File: src/hdl/boot_loader_map.svh
/*
 Constants of the boot mode select loader: kernel size, word layout, strap timing.
 Assumes inclusion by bare name from the loader module, the monitor and the bench.
*/
`ifndef BOOT_LOADER_MAP_SVH
`define BOOT_LOADER_MAP_SVH
`define BOOT_KERNEL_WORDS 256
`define BOOT_WORD_BITS 32
`define BOOT_BYTE_BITS 8
`define BOOT_BYTES_PER_WORD 4
`define BOOT_ADDR_BITS 8
`define BOOT_STRAP_SAMPLE_CYCLES 16
`define BOOT_CNT_BITS 8
`endif

File: src/hdl/boot_loader_pkg.sv
/*
 Types of the boot mode select loader.
 Assumes the map header sits beside it.
*/
package boot_loader_pkg;
    typedef enum logic [1:0] {
        SRC_NONE,
        SRC_EPROM,
        SRC_HOST,
        SRC_LINK
    } boot_src_t;
    typedef enum {
        ST_RESET,
        ST_STRAP_WAIT,
        ST_EPROM_READ,
        ST_IDLE_WAIT,
        ST_STREAM,
        ST_RUN
    } boot_state_t;
endpackage

File: src/hdl/boot_mode_select_loader.sv
/*
 Reset-time boot loader: samples the boot select strap, then fills the
 256-word kernel memory over one DMA write channel from an 8-bit EPROM,
 a host writing the auto DMA port register, or a peer on the link port.
 Assumes host and link strobes are on clk; strap and EPROM data come from pins.
*/
//
// Behaviour
// - At reset, load a 256-instruction boot kernel into internal memory before application.
// - While reset is held, the boot select strap pin is an input.
// - Strap low selects EPROM boot; afterwards pin drives EPROM chip select.
// - Strap high enters idle, waiting for host or link boot data.
// - Boot data arrives as 32-bit words moved into memory by one DMA channel.
// - EPROM boot reads an 8-bit external EPROM through the external port.
// - After the last boot word, the device starts running the loaded code.
// - Link boot accepts boot data from a peer processor on the link port.
// - The kernel region is released for reuse once the kernel has finished.
`timescale 1ns/1ns
`include "boot_loader_map.svh"

module boot_mode_select_loader #(
    parameter int KERNEL_WORDS = `BOOT_KERNEL_WORDS,
    parameter int STRAP_CYCLES = `BOOT_STRAP_SAMPLE_CYCLES
) (
    // Clock and reset
    input wire logic clk,
    input wire logic sys_rst,
    // Boot select strap pin, three signals
    input wire logic bootSelectStrapIn,
    output logic bootSelectStrapOut,
    output logic bootSelectStrapOe,
    // External port toward the 8-bit EPROM
    output logic [`BOOT_WORD_BITS-1:0] epromAddr,
    output logic epromRdN,
    input wire logic [`BOOT_BYTE_BITS-1:0] epromData,
    // Host writes to the auto DMA port register
    input wire logic hostWrite,
    input wire logic [`BOOT_WORD_BITS-1:0] hostData,
    // Link port receive words from a peer
    input wire logic linkValid,
    input wire logic [`BOOT_WORD_BITS-1:0] linkData,
    // Kernel has initialised the system and frees its region
    input wire logic kernelDone,
    // DMA channel write into internal memory
    output logic dmaWrite,
    output logic [`BOOT_ADDR_BITS-1:0] dmaAddr,
    output logic [`BOOT_WORD_BITS-1:0] dmaData,
    // Status
    output logic [1:0] bootSource,
    output logic bootRun,
    output logic kernelRegionFree
);

    boot_loader_pkg::boot_state_t state_q;
    logic strapMeta_q, strapSync_q;
    logic [`BOOT_BYTE_BITS-1:0] byteMeta_q, byteSync_q;
    logic [`BOOT_CNT_BITS-1:0] strapCnt_q;
    logic [1:0] byteIdx_q;
    logic [1:0] readPhase_q;
    logic [`BOOT_WORD_BITS-1:0] wordAcc_q;
    logic [`BOOT_ADDR_BITS:0] wordCnt_q;
    logic [`BOOT_WORD_BITS-1:0] autoDmaPortReg_q;
    logic autoDmaPending_q;
    logic streamWord;
    logic [`BOOT_WORD_BITS-1:0] streamData;
    logic lastWord;

    ////////////////////////////////////////////////////////////////////////////
    // Pin synchronisers; first stages feed only the second
    always_ff @(posedge clk) begin
        strapMeta_q <= bootSelectStrapIn;
        strapSync_q <= strapMeta_q;
        byteMeta_q <= epromData;
        byteSync_q <= byteMeta_q;
    end

    // Word accepted by the DMA channel this cycle, host or link
    always_comb begin
        streamWord = 1'b0;
        streamData = '0;
        if (state_q == boot_loader_pkg::ST_STREAM) begin
            if (bootSource == boot_loader_pkg::SRC_HOST) begin
                streamWord = autoDmaPending_q;
                streamData = autoDmaPortReg_q;
            end else begin
                streamWord = linkValid;
                streamData = linkData;
            end
        end
    end

    // Final kernel word leaving on the DMA channel; keyed on the address so gaps between words do no harm
    assign lastWord = dmaWrite && (dmaAddr == `BOOT_ADDR_BITS'(KERNEL_WORDS - 1));

    ////////////////////////////////////////////////////////////////////////////
    // Boot sequencer
    always_ff @(posedge clk) begin
        if (sys_rst) begin
            state_q <= boot_loader_pkg::ST_RESET;
            strapCnt_q <= '0;
            bootSource <= boot_loader_pkg::SRC_NONE;
            bootRun <= 1'b0;
        end else begin
            case (state_q)
                boot_loader_pkg::ST_RESET: begin
                    state_q <= boot_loader_pkg::ST_STRAP_WAIT;
                end
                boot_loader_pkg::ST_STRAP_WAIT: begin
                    // Single sample; the count allows the synchroniser to settle
                    if (strapCnt_q == `BOOT_CNT_BITS'(STRAP_CYCLES - 1)) begin
                        if (!strapSync_q) begin
                            state_q <= boot_loader_pkg::ST_EPROM_READ;
                            bootSource <= boot_loader_pkg::SRC_EPROM;
                        end else begin
                            state_q <= boot_loader_pkg::ST_IDLE_WAIT;
                        end
                    end else begin
                        strapCnt_q <= strapCnt_q + 1'b1;
                    end
                end
                boot_loader_pkg::ST_IDLE_WAIT: begin
                    // First source to speak owns the boot
                    if (hostWrite) begin
                        state_q <= boot_loader_pkg::ST_STREAM;
                        bootSource <= boot_loader_pkg::SRC_HOST;
                    end else if (linkValid) begin
                        state_q <= boot_loader_pkg::ST_STREAM;
                        bootSource <= boot_loader_pkg::SRC_LINK;
                    end
                end
                boot_loader_pkg::ST_EPROM_READ, boot_loader_pkg::ST_STREAM: begin
                    if (lastWord) begin
                        state_q <= boot_loader_pkg::ST_RUN;
                        bootRun <= 1'b1;
                    end
                end
                boot_loader_pkg::ST_RUN: begin
                    bootRun <= 1'b1;
                end
                default: begin
                    state_q <= boot_loader_pkg::ST_RESET;
                end
            endcase
        end
    end

    ////////////////////////////////////////////////////////////////////////////
    // Strap pin: input through reset and sampling, chip select after EPROM pick
    always_ff @(posedge clk) begin
        if (sys_rst) begin
            bootSelectStrapOe <= 1'b0;
            bootSelectStrapOut <= 1'b1;
        end else begin
            bootSelectStrapOe <= (state_q == boot_loader_pkg::ST_EPROM_READ);
            bootSelectStrapOut <= !(state_q == boot_loader_pkg::ST_EPROM_READ);
        end
    end

    ////////////////////////////////////////////////////////////////////////////
    // Host auto DMA port register; holds one word until the channel takes it
    always_ff @(posedge clk) begin
        if (sys_rst) begin
            autoDmaPortReg_q <= '0;
            autoDmaPending_q <= 1'b0;
        end else if (hostWrite && (state_q == boot_loader_pkg::ST_IDLE_WAIT
                     || state_q == boot_loader_pkg::ST_STREAM)) begin
            autoDmaPortReg_q <= hostData;
            autoDmaPending_q <= 1'b1;
        end else begin
            autoDmaPending_q <= 1'b0;
        end
    end

    ////////////////////////////////////////////////////////////////////////////
    // EPROM reader: four-cycle byte read covers the two-flop data path
    always_ff @(posedge clk) begin
        if (sys_rst) begin
            epromAddr <= '0;
            epromRdN <= 1'b1;
            readPhase_q <= '0;
            byteIdx_q <= '0;
            wordAcc_q <= '0;
        end else if (state_q == boot_loader_pkg::ST_EPROM_READ) begin
            epromRdN <= 1'b0;
            readPhase_q <= readPhase_q + 1'b1;
            if (readPhase_q == 2'h3) begin
                // Bytes pack least significant first into one word
                wordAcc_q <= {byteSync_q, wordAcc_q[`BOOT_WORD_BITS-1:`BOOT_BYTE_BITS]};
                byteIdx_q <= byteIdx_q + 1'b1;
                epromAddr <= epromAddr + 1'b1;
            end
        end else begin
            epromRdN <= 1'b1;
            readPhase_q <= '0;
        end
    end

    ////////////////////////////////////////////////////////////////////////////
    // DMA channel: one write per 32-bit word into the kernel region
    always_ff @(posedge clk) begin
        if (sys_rst) begin
            dmaWrite <= 1'b0;
            dmaAddr <= '0;
            dmaData <= '0;
            wordCnt_q <= '0;
        end else begin
            dmaWrite <= 1'b0;
            if (state_q == boot_loader_pkg::ST_EPROM_READ && readPhase_q == 2'h3
                && byteIdx_q == 2'h3) begin
                dmaWrite <= 1'b1;
                dmaData <= {byteSync_q, wordAcc_q[`BOOT_WORD_BITS-1:`BOOT_BYTE_BITS]};
                dmaAddr <= wordCnt_q[`BOOT_ADDR_BITS-1:0];
                wordCnt_q <= wordCnt_q + 1'b1;
            end else if (streamWord) begin
                dmaWrite <= 1'b1;
                dmaData <= streamData;
                dmaAddr <= wordCnt_q[`BOOT_ADDR_BITS-1:0];
                wordCnt_q <= wordCnt_q + 1'b1;
            end
            if (lastWord) begin
                wordCnt_q <= '0;
            end
        end
    end

    ////////////////////////////////////////////////////////////////////////////
    // Kernel region released to the application once the kernel reports done
    always_ff @(posedge clk) begin
        if (sys_rst) begin
            kernelRegionFree <= 1'b0;
        end else if (bootRun && kernelDone) begin
            kernelRegionFree <= 1'b1;
        end
    end

endmodule // boot_mode_select_loader

File: config.mk
export PLATFORM = sky130hd
export DESIGN_NAME = boot_mode_select_loader
export DESIGN_NICKNAME = d
export VERILOG_FILES = /design/src/hdl/boot_loader_pkg.sv /design/src/hdl/boot_mode_select_loader.sv
export VERILOG_INCLUDE_DIRS = /design/src /design/src/hdl
export SDC_FILE = /design/constraint.sdc
export NUM_CORES = 1
export LEC_CHECK = 0
export BUFFER_PORTS_ARGS = -buffer_cell sky130_fd_sc_hd__buf_2
export CORE_MARGIN = 2
export CORE_UTILIZATION = 48
export CTS_CLUSTER_DIAMETER = 100
export CTS_CLUSTER_SIZE = 28
export DETAILED_ROUTE_END_ITERATION = 16
export PLACE_DENSITY_LB_ADDON = 0.12
export SLEW_MARGIN = 0
export SYNTH_ARGS = -nofsm -noshare
export SYNTH_HDL_FRONTEND = slang
export SYNTH_SLANG_ARGS = --single-unit
export TNS_END_PERCENT = 10
File: constraint.sdc
create_clock -name clk -period 2.6 [get_ports clk]
set_input_delay 0 -clock clk [delete_from_list [all_inputs] [get_ports clk]]
set_output_delay 0 -clock clk [all_outputs]
set_load 0.03 [all_outputs]
# Word-level counts from Yosys, hierarchy flattened
# Cells that the tools add are included.
# W data, S select, Z words.
[totals]
register_bits = 216
latchBits = 0
mem_bits_rw = 0
romBits = 0
output_inout_bits = 80
mem_count = 0
[op_classes]
n_addsub = 5
n_mul = 0
div = 0
n_lt_le_gt_ge = 0
eq_ne = 17
n_shift = 0
mux = 27
bitwise_logic = 3
n_reduce_logical = 19
[ops]
columns = ["op", "n"]
rows = [
  ["$mux W32", 8],
  ["$pmux W32 S5", 1],
  ["$eq A32 B3 Y1 const B", 4],
  ["$eq A32 B2 Y1 const B", 2],
  ["$add A32 B1 Y32 const B", 1],
  ["$eq A32 B1 Y1 const B", 1],
  ["$eq A32 B4 Y1 const B", 1],
  ["$logic_not A32 Y1", 1],
  ["$mux W9", 2],
  ["$mux W8", 2],
  ["$add A9 B1 Y9 const B", 1],
  ["$add A8 B1 Y8 const B", 1],
  ["$eq A8 B4 Y1 const B", 1],
  ["$eq A8 B8 Y1 const B", 1],
  ["$mux W1", 8],
  ["$mux W2", 4],
  ["$reduce_and A4 Y1", 2],
  ["$eq A2 B2 Y1 const B", 3],
  ["$ne A2 B2 Y1 const B", 3],
  ["$reduce_and A2 Y1", 3],
  ["$reduce_bool A2 Y1", 3],
  ["$reduce_or A2 Y1", 3],
  ["$logic_and A1 B1 Y1", 5],
  ["$add A2 B1 Y2 const B", 2],
  ["6 further kinds", 8],
]

# Logic depth before layout (Yosys ltp)
[logic_depth]
depth_word = 5
mapped_depth = 8

# Least setup slack after synthesis
# Ideal clock, no wire load.
[synth_timing]
kind = "reg-to-reg"
from = "register bootSource[0]"
to = "register dmaData[14]"
t_arrival_ns = 1.823
path_slack_ns = 0.660
stages_incl_launch_ff = 8
n_path_buf = 3
synth_period_minus_slack_ns = 1.940
cell_sequence = "dfxtp_1 > nand2b_1 > buf_2 > mux2i_2 > o21ai_1 > buf_2 > buf_2 > o211a_1"
[synth_via]
elab_chain_len = 5
elab_cells_between_ends = 8
cone_classes = "eq/ne: 1; mux: 6; reduce/logical: 1"
[synth_lines]
columns = ["item", "line", "text"]
rows = [
  ["start, declared", "boot_mode_select_loader.sv:49", "output logic [1:0] bootSource,"],
  ["start signal, assigned", "boot_mode_select_loader.sv:101", "bootSource <= boot_loader_pkg::SRC_NONE;"],
  ["start signal, assigned", "boot_mode_select_loader.sv:113", "bootSource <= boot_loader_pkg::SRC_EPROM;"],
  ["start signal, assigned", "boot_mode_select_loader.sv:125", "bootSource <= boot_loader_pkg::SRC_HOST;"],
  ["$eq A2 B2 Y1 *", "boot_mode_select_loader.sv:82", "if (bootSource == boot_loader_pkg::SRC_HOST) begin"],
  ["$mux W32", "boot_mode_select_loader.sv:82", ""],
  ["$mux W32", "boot_mode_select_loader.sv:81", "if (state_q == boot_loader_pkg::ST_STREAM) begin"],
  ["$mux W32", "boot_mode_select_loader.sv:214", "end else if (streamWord) begin"],
  ["$mux W32", "boot_mode_select_loader.sv:208", "if (state_q == boot_loader_pkg::ST_EPROM_READ && readPhase_q == 2'h3"],
  ["end signal, assigned", "boot_mode_select_loader.sv:211", "dmaData <= {byteSync_q, wordAcc_q[`BOOT_WORD_BITS-1:`BOOT_BYTE_BITS]};"],
  ["end signal, assigned", "boot_mode_select_loader.sv:216", "dmaData <= streamData;"],
  ["end, declared", "boot_mode_select_loader.sv:47", "output logic [`BOOT_WORD_BITS-1:0] dmaData,"],
]
# Mark *: on every way between the ends. The rest lies on a longest branch, timed or not. The select of a mux whose other input is x is not followed.
# A chain may end at the register's enable or synchronous reset.

# Final worst setup path
[layout_timing]
from = "register state_q[1]"
to = "register wordCnt_q[6]"
[layout_via]
elab_chain_len = 4
elab_cells_between_ends = 7
cone_classes = "eq/ne: 2; mux: 2; reduce/logical: 3"
[layout_lines]
columns = ["item", "line", "text"]
rows = [
  ["start, declared", "boot_mode_select_loader.sv:54", "boot_loader_pkg::boot_state_t state_q;"],
  ["start signal, assigned", "boot_mode_select_loader.sv:99", "state_q <= boot_loader_pkg::ST_RESET;"],
  ["start signal, assigned", "boot_mode_select_loader.sv:106", "state_q <= boot_loader_pkg::ST_STRAP_WAIT;"],
  ["start signal, assigned", "boot_mode_select_loader.sv:112", "state_q <= boot_loader_pkg::ST_EPROM_READ;"],
  ["$eq A32 B3 Y1", "boot_mode_select_loader.sv:208", ""],
  ["$logic_and A1 B1 Y1", "boot_mode_select_loader.sv:208", ""],
  ["$logic_and A1 B1 Y1", "boot_mode_select_loader.sv:209", "&& byteIdx_q == 2'h3) begin"],
  ["$mux W9 or $reduce_bool A2 Y1 (tied branches)", "--", ""],
  ["end signal, assigned", "boot_mode_select_loader.sv:213", "wordCnt_q <= wordCnt_q + 1'b1;"],
  ["end signal, assigned", "boot_mode_select_loader.sv:218", "wordCnt_q <= wordCnt_q + 1'b1;"],
  ["end, declared", "boot_mode_select_loader.sv:61", "logic [`BOOT_ADDR_BITS:0] wordCnt_q;"],
]
# Several ways; a longest one is shown, not always the timed one.

==> results.md <==
- Num CTS Buffers: 17
- Status: finished, final reports clean
- Async S/R FF share, synth: 0
- Clk sink count: 177
- Gr ovfl total: 0
- Mapped Cells: 812
- Met2 WL: 7510 µm
- CTS resizes: 0
- Static Leakage: 4.27 nW
- Vias in the first global route: 5691
- Routed WL: 17400 µm
- First-pass GRT wire length: 28800 µm
- R2R depth: 6
- Clk slew on worst S/H paths: 0.06 ns
- Area Overhead vs Synth: 29.3%
- Die Ht: 125 µm
- Slew headroom: 0.537
- Crit path max fanout: 15
- Ports: 158
- Synthesized Nets: 895
- Worst Hold Class: in2reg
- Max_cap viols: 0
- Clk root buf: clkbuf_16
- Layout cells sized above 1: 0.213
- Family with the most delay on the worst path: simple AND/OR/NAND/NOR gates
- WS Path Type: reg2reg
- Overall power: 5.68 mW
- Routed vias: 6223
- Commonest non-fill, non-tap cell in the layout: dfxtp_1
- Drt via density: 5.19
- DRT iter0 DRCs: 363
- Mapped Area: 7060 µm²
- #FFs+latches synth: 177
- Starting Density: 0.488
- Nets: 1085
- Seq/Total Area, Yosys: 0.502
- Metal3 WL: 958 µm
- Synth unique cells: 48
- Multi-input logic area: 3290 µm²
- Max stage delay on crit path: 0.59 ns
- Dominant synthesized flop cell: dfxtp_1
- WL per Instance: 14.5 µm
- Final hold vios: 0
- # diodes: 0
- CTS H-tree lvls: 4
- PnR worst setup slack: 0.402 ns
- Highest clock rate: 0.455 GHz
- Worst Setup Start Kind: register
- CTS tree: built
- Core ar.: 14500 µm²
- YS warnings: 0
- Reg area: 3540 µm²
- Wl on met1: 8700 µm
- Fin crit period: 2.20 ns
- Post-route DRC violation count: 0
- RSZ-0062 raised after global routing: false
- Post-CTS setup buffers: 0
- Layout Utilization: 0.630
- CP endpoint kind: register
- Setup TNS: 0 ns
- WP buf/inv: 1
- Die area: 15700 µm²
- Pins Over Slew Limit: 0
- Power per cell area: 623 nW/µm²
- Port Buffers: 157
- Clock Latency Late Sink: 0.42 ns
- Critical path data required time: 2.95 ns
- Post-Place Worst Slack: 0.450 ns
- Worst Path Arrival: 2.54 ns
- All-Layer GR Usage: 0.223
- Fillcell total: 1280
- # rows: 44
- Post-DP HPWL: 11600 µm
- Pre-antenna DRT Iters: 5
- Crit path depth: 6
- Number of antenna violations at the first check in global routing: 0
- Die width: 125 µm
- # hold bufs at CTS: 46
- RePlAce Congestion: 0.775
- Worst path cell trace: nor3b_4, nand3_2, o21a_1, buf_4, or3_1, a21oi_1
- CTS max path bufs: 2
- Most frequent cells in the layout: dfxtp_1, nand2_1, buf_2
- Hold depth: 4
- Syn avg cell area: 8.70 µm²
- Worst Max-Slew Pin Slew: 0.688 ns
- Pin count of the biggest net entering global routing: 53
- Post-synth EDFFs: 0
- Worst vdd ir: 0.443 mV
- Max Used Layer: met4
- Period utilization: 0.845
- Worst path slowest cell: dfxtp_1
- Final ANT Viol Nets: 0
- Final Skew: 0.00567 ns
- Setup violations, final: 0
-- metal layers --
layer  up-vias  track usage
met5         -            0
met4         0       0.0739
met3        17       0.0484
met2       157        0.330
met1      2868        0.324
li1       3181            -
-- power breakdown --
part | switching (mW) | internal, mW | total [mW]
clock | 1.02 | 1.72 | 2.74
sequential | 0.0113 | 2.73 | 2.74
combinational | 0.0901 | 0.109 | 0.199
-- final timing paths --
check                     start             to  slack [ns]
setup / recovery     state_q[1]   wordCnt_q[6]        0.40
hold / removal     linkData[13]    dmaData[13]        0.04
setup reg to reg     state_q[1]   wordCnt_q[6]        0.40
hold reg to reg   byteMeta_q[6]  byteSync_q[6]        0.33
-- area by class of cell --
class | count | area share
inverters | 7 | 0.00288
clock buffers | 20 | 0.0489
clock inverters | 11 | 0.0204
flip-flops and latches | 177 | 0.388
repair buffers | 223 | 0.153
well taps | 184 | 0.0252
multi-input cells | 576 | 0.361
-- worst reg2reg max path: stages (launching register included) --
cell and delay, ns:
dfxtp_1 0.59, nor3b_4 0.43, nand3_2 0.17, o21a_1 0.21
buf_4 0.21, or3_1 0.36, a21oi_1 0.17
-- flip-flops by register name, summed over array words and instances (netlist names), 3 cells and up --
signal	count
autoDmaPortReg_q	32
dmaData	32
epromAddr	32
wordAcc_q	24
byteMeta_q	8
byteSync_q	8
dmaAddr	8
strapCnt_q	8
wordCnt_q	8
state_q	3
-- synth_stat cells, drive strengths merged, types with 8 or more instances --
master	n	area (µm²)
mux2i	33	334
o21ai	11	55.1
nor3	8	40.0
and3	15	93.8
o22ai	23	144
clkbuf	38	143
dfxtp	177	3540
nand2	162	608
buf	14	70.1
nand3	16	85.1
o211a	23	230
nand4	22	138
xor2	32	280
nor2	77	289
a21oi	85	425
-- through the flow --
step,std cells,hold slack [ns],area (µm²)
2_1_floorplan,812,0.0277,7060
3_3_place_gp,1121,0.103,8030
3_5_place_dp,1121,0.104,8030
4_1_cts,1198,0.0289,9130
5_1_grt,1198,0.0438,9130
6_report,1198,0.0396,9130
-- cell families (layout without fill, tap and decap cells) --
group / count (synthesis) / in the layout / share of synthesized area
AND/OR/NAND/NOR: 337 / 337 / 0.218
AO/OA/AOI/OAI: 164 / 164 / 0.144
adder cells (fa/ha/maj): 5 / 5 / 0.00886
XOR/XNOR: 37 / 37 / 0.0459
multiplexers: 33 / 33 / 0.0473
buffers and inverters: 59 / 261 / 0.0338
flip-flops: 177 / 177 / 0.502
Power figures use the tool's default switching activity.
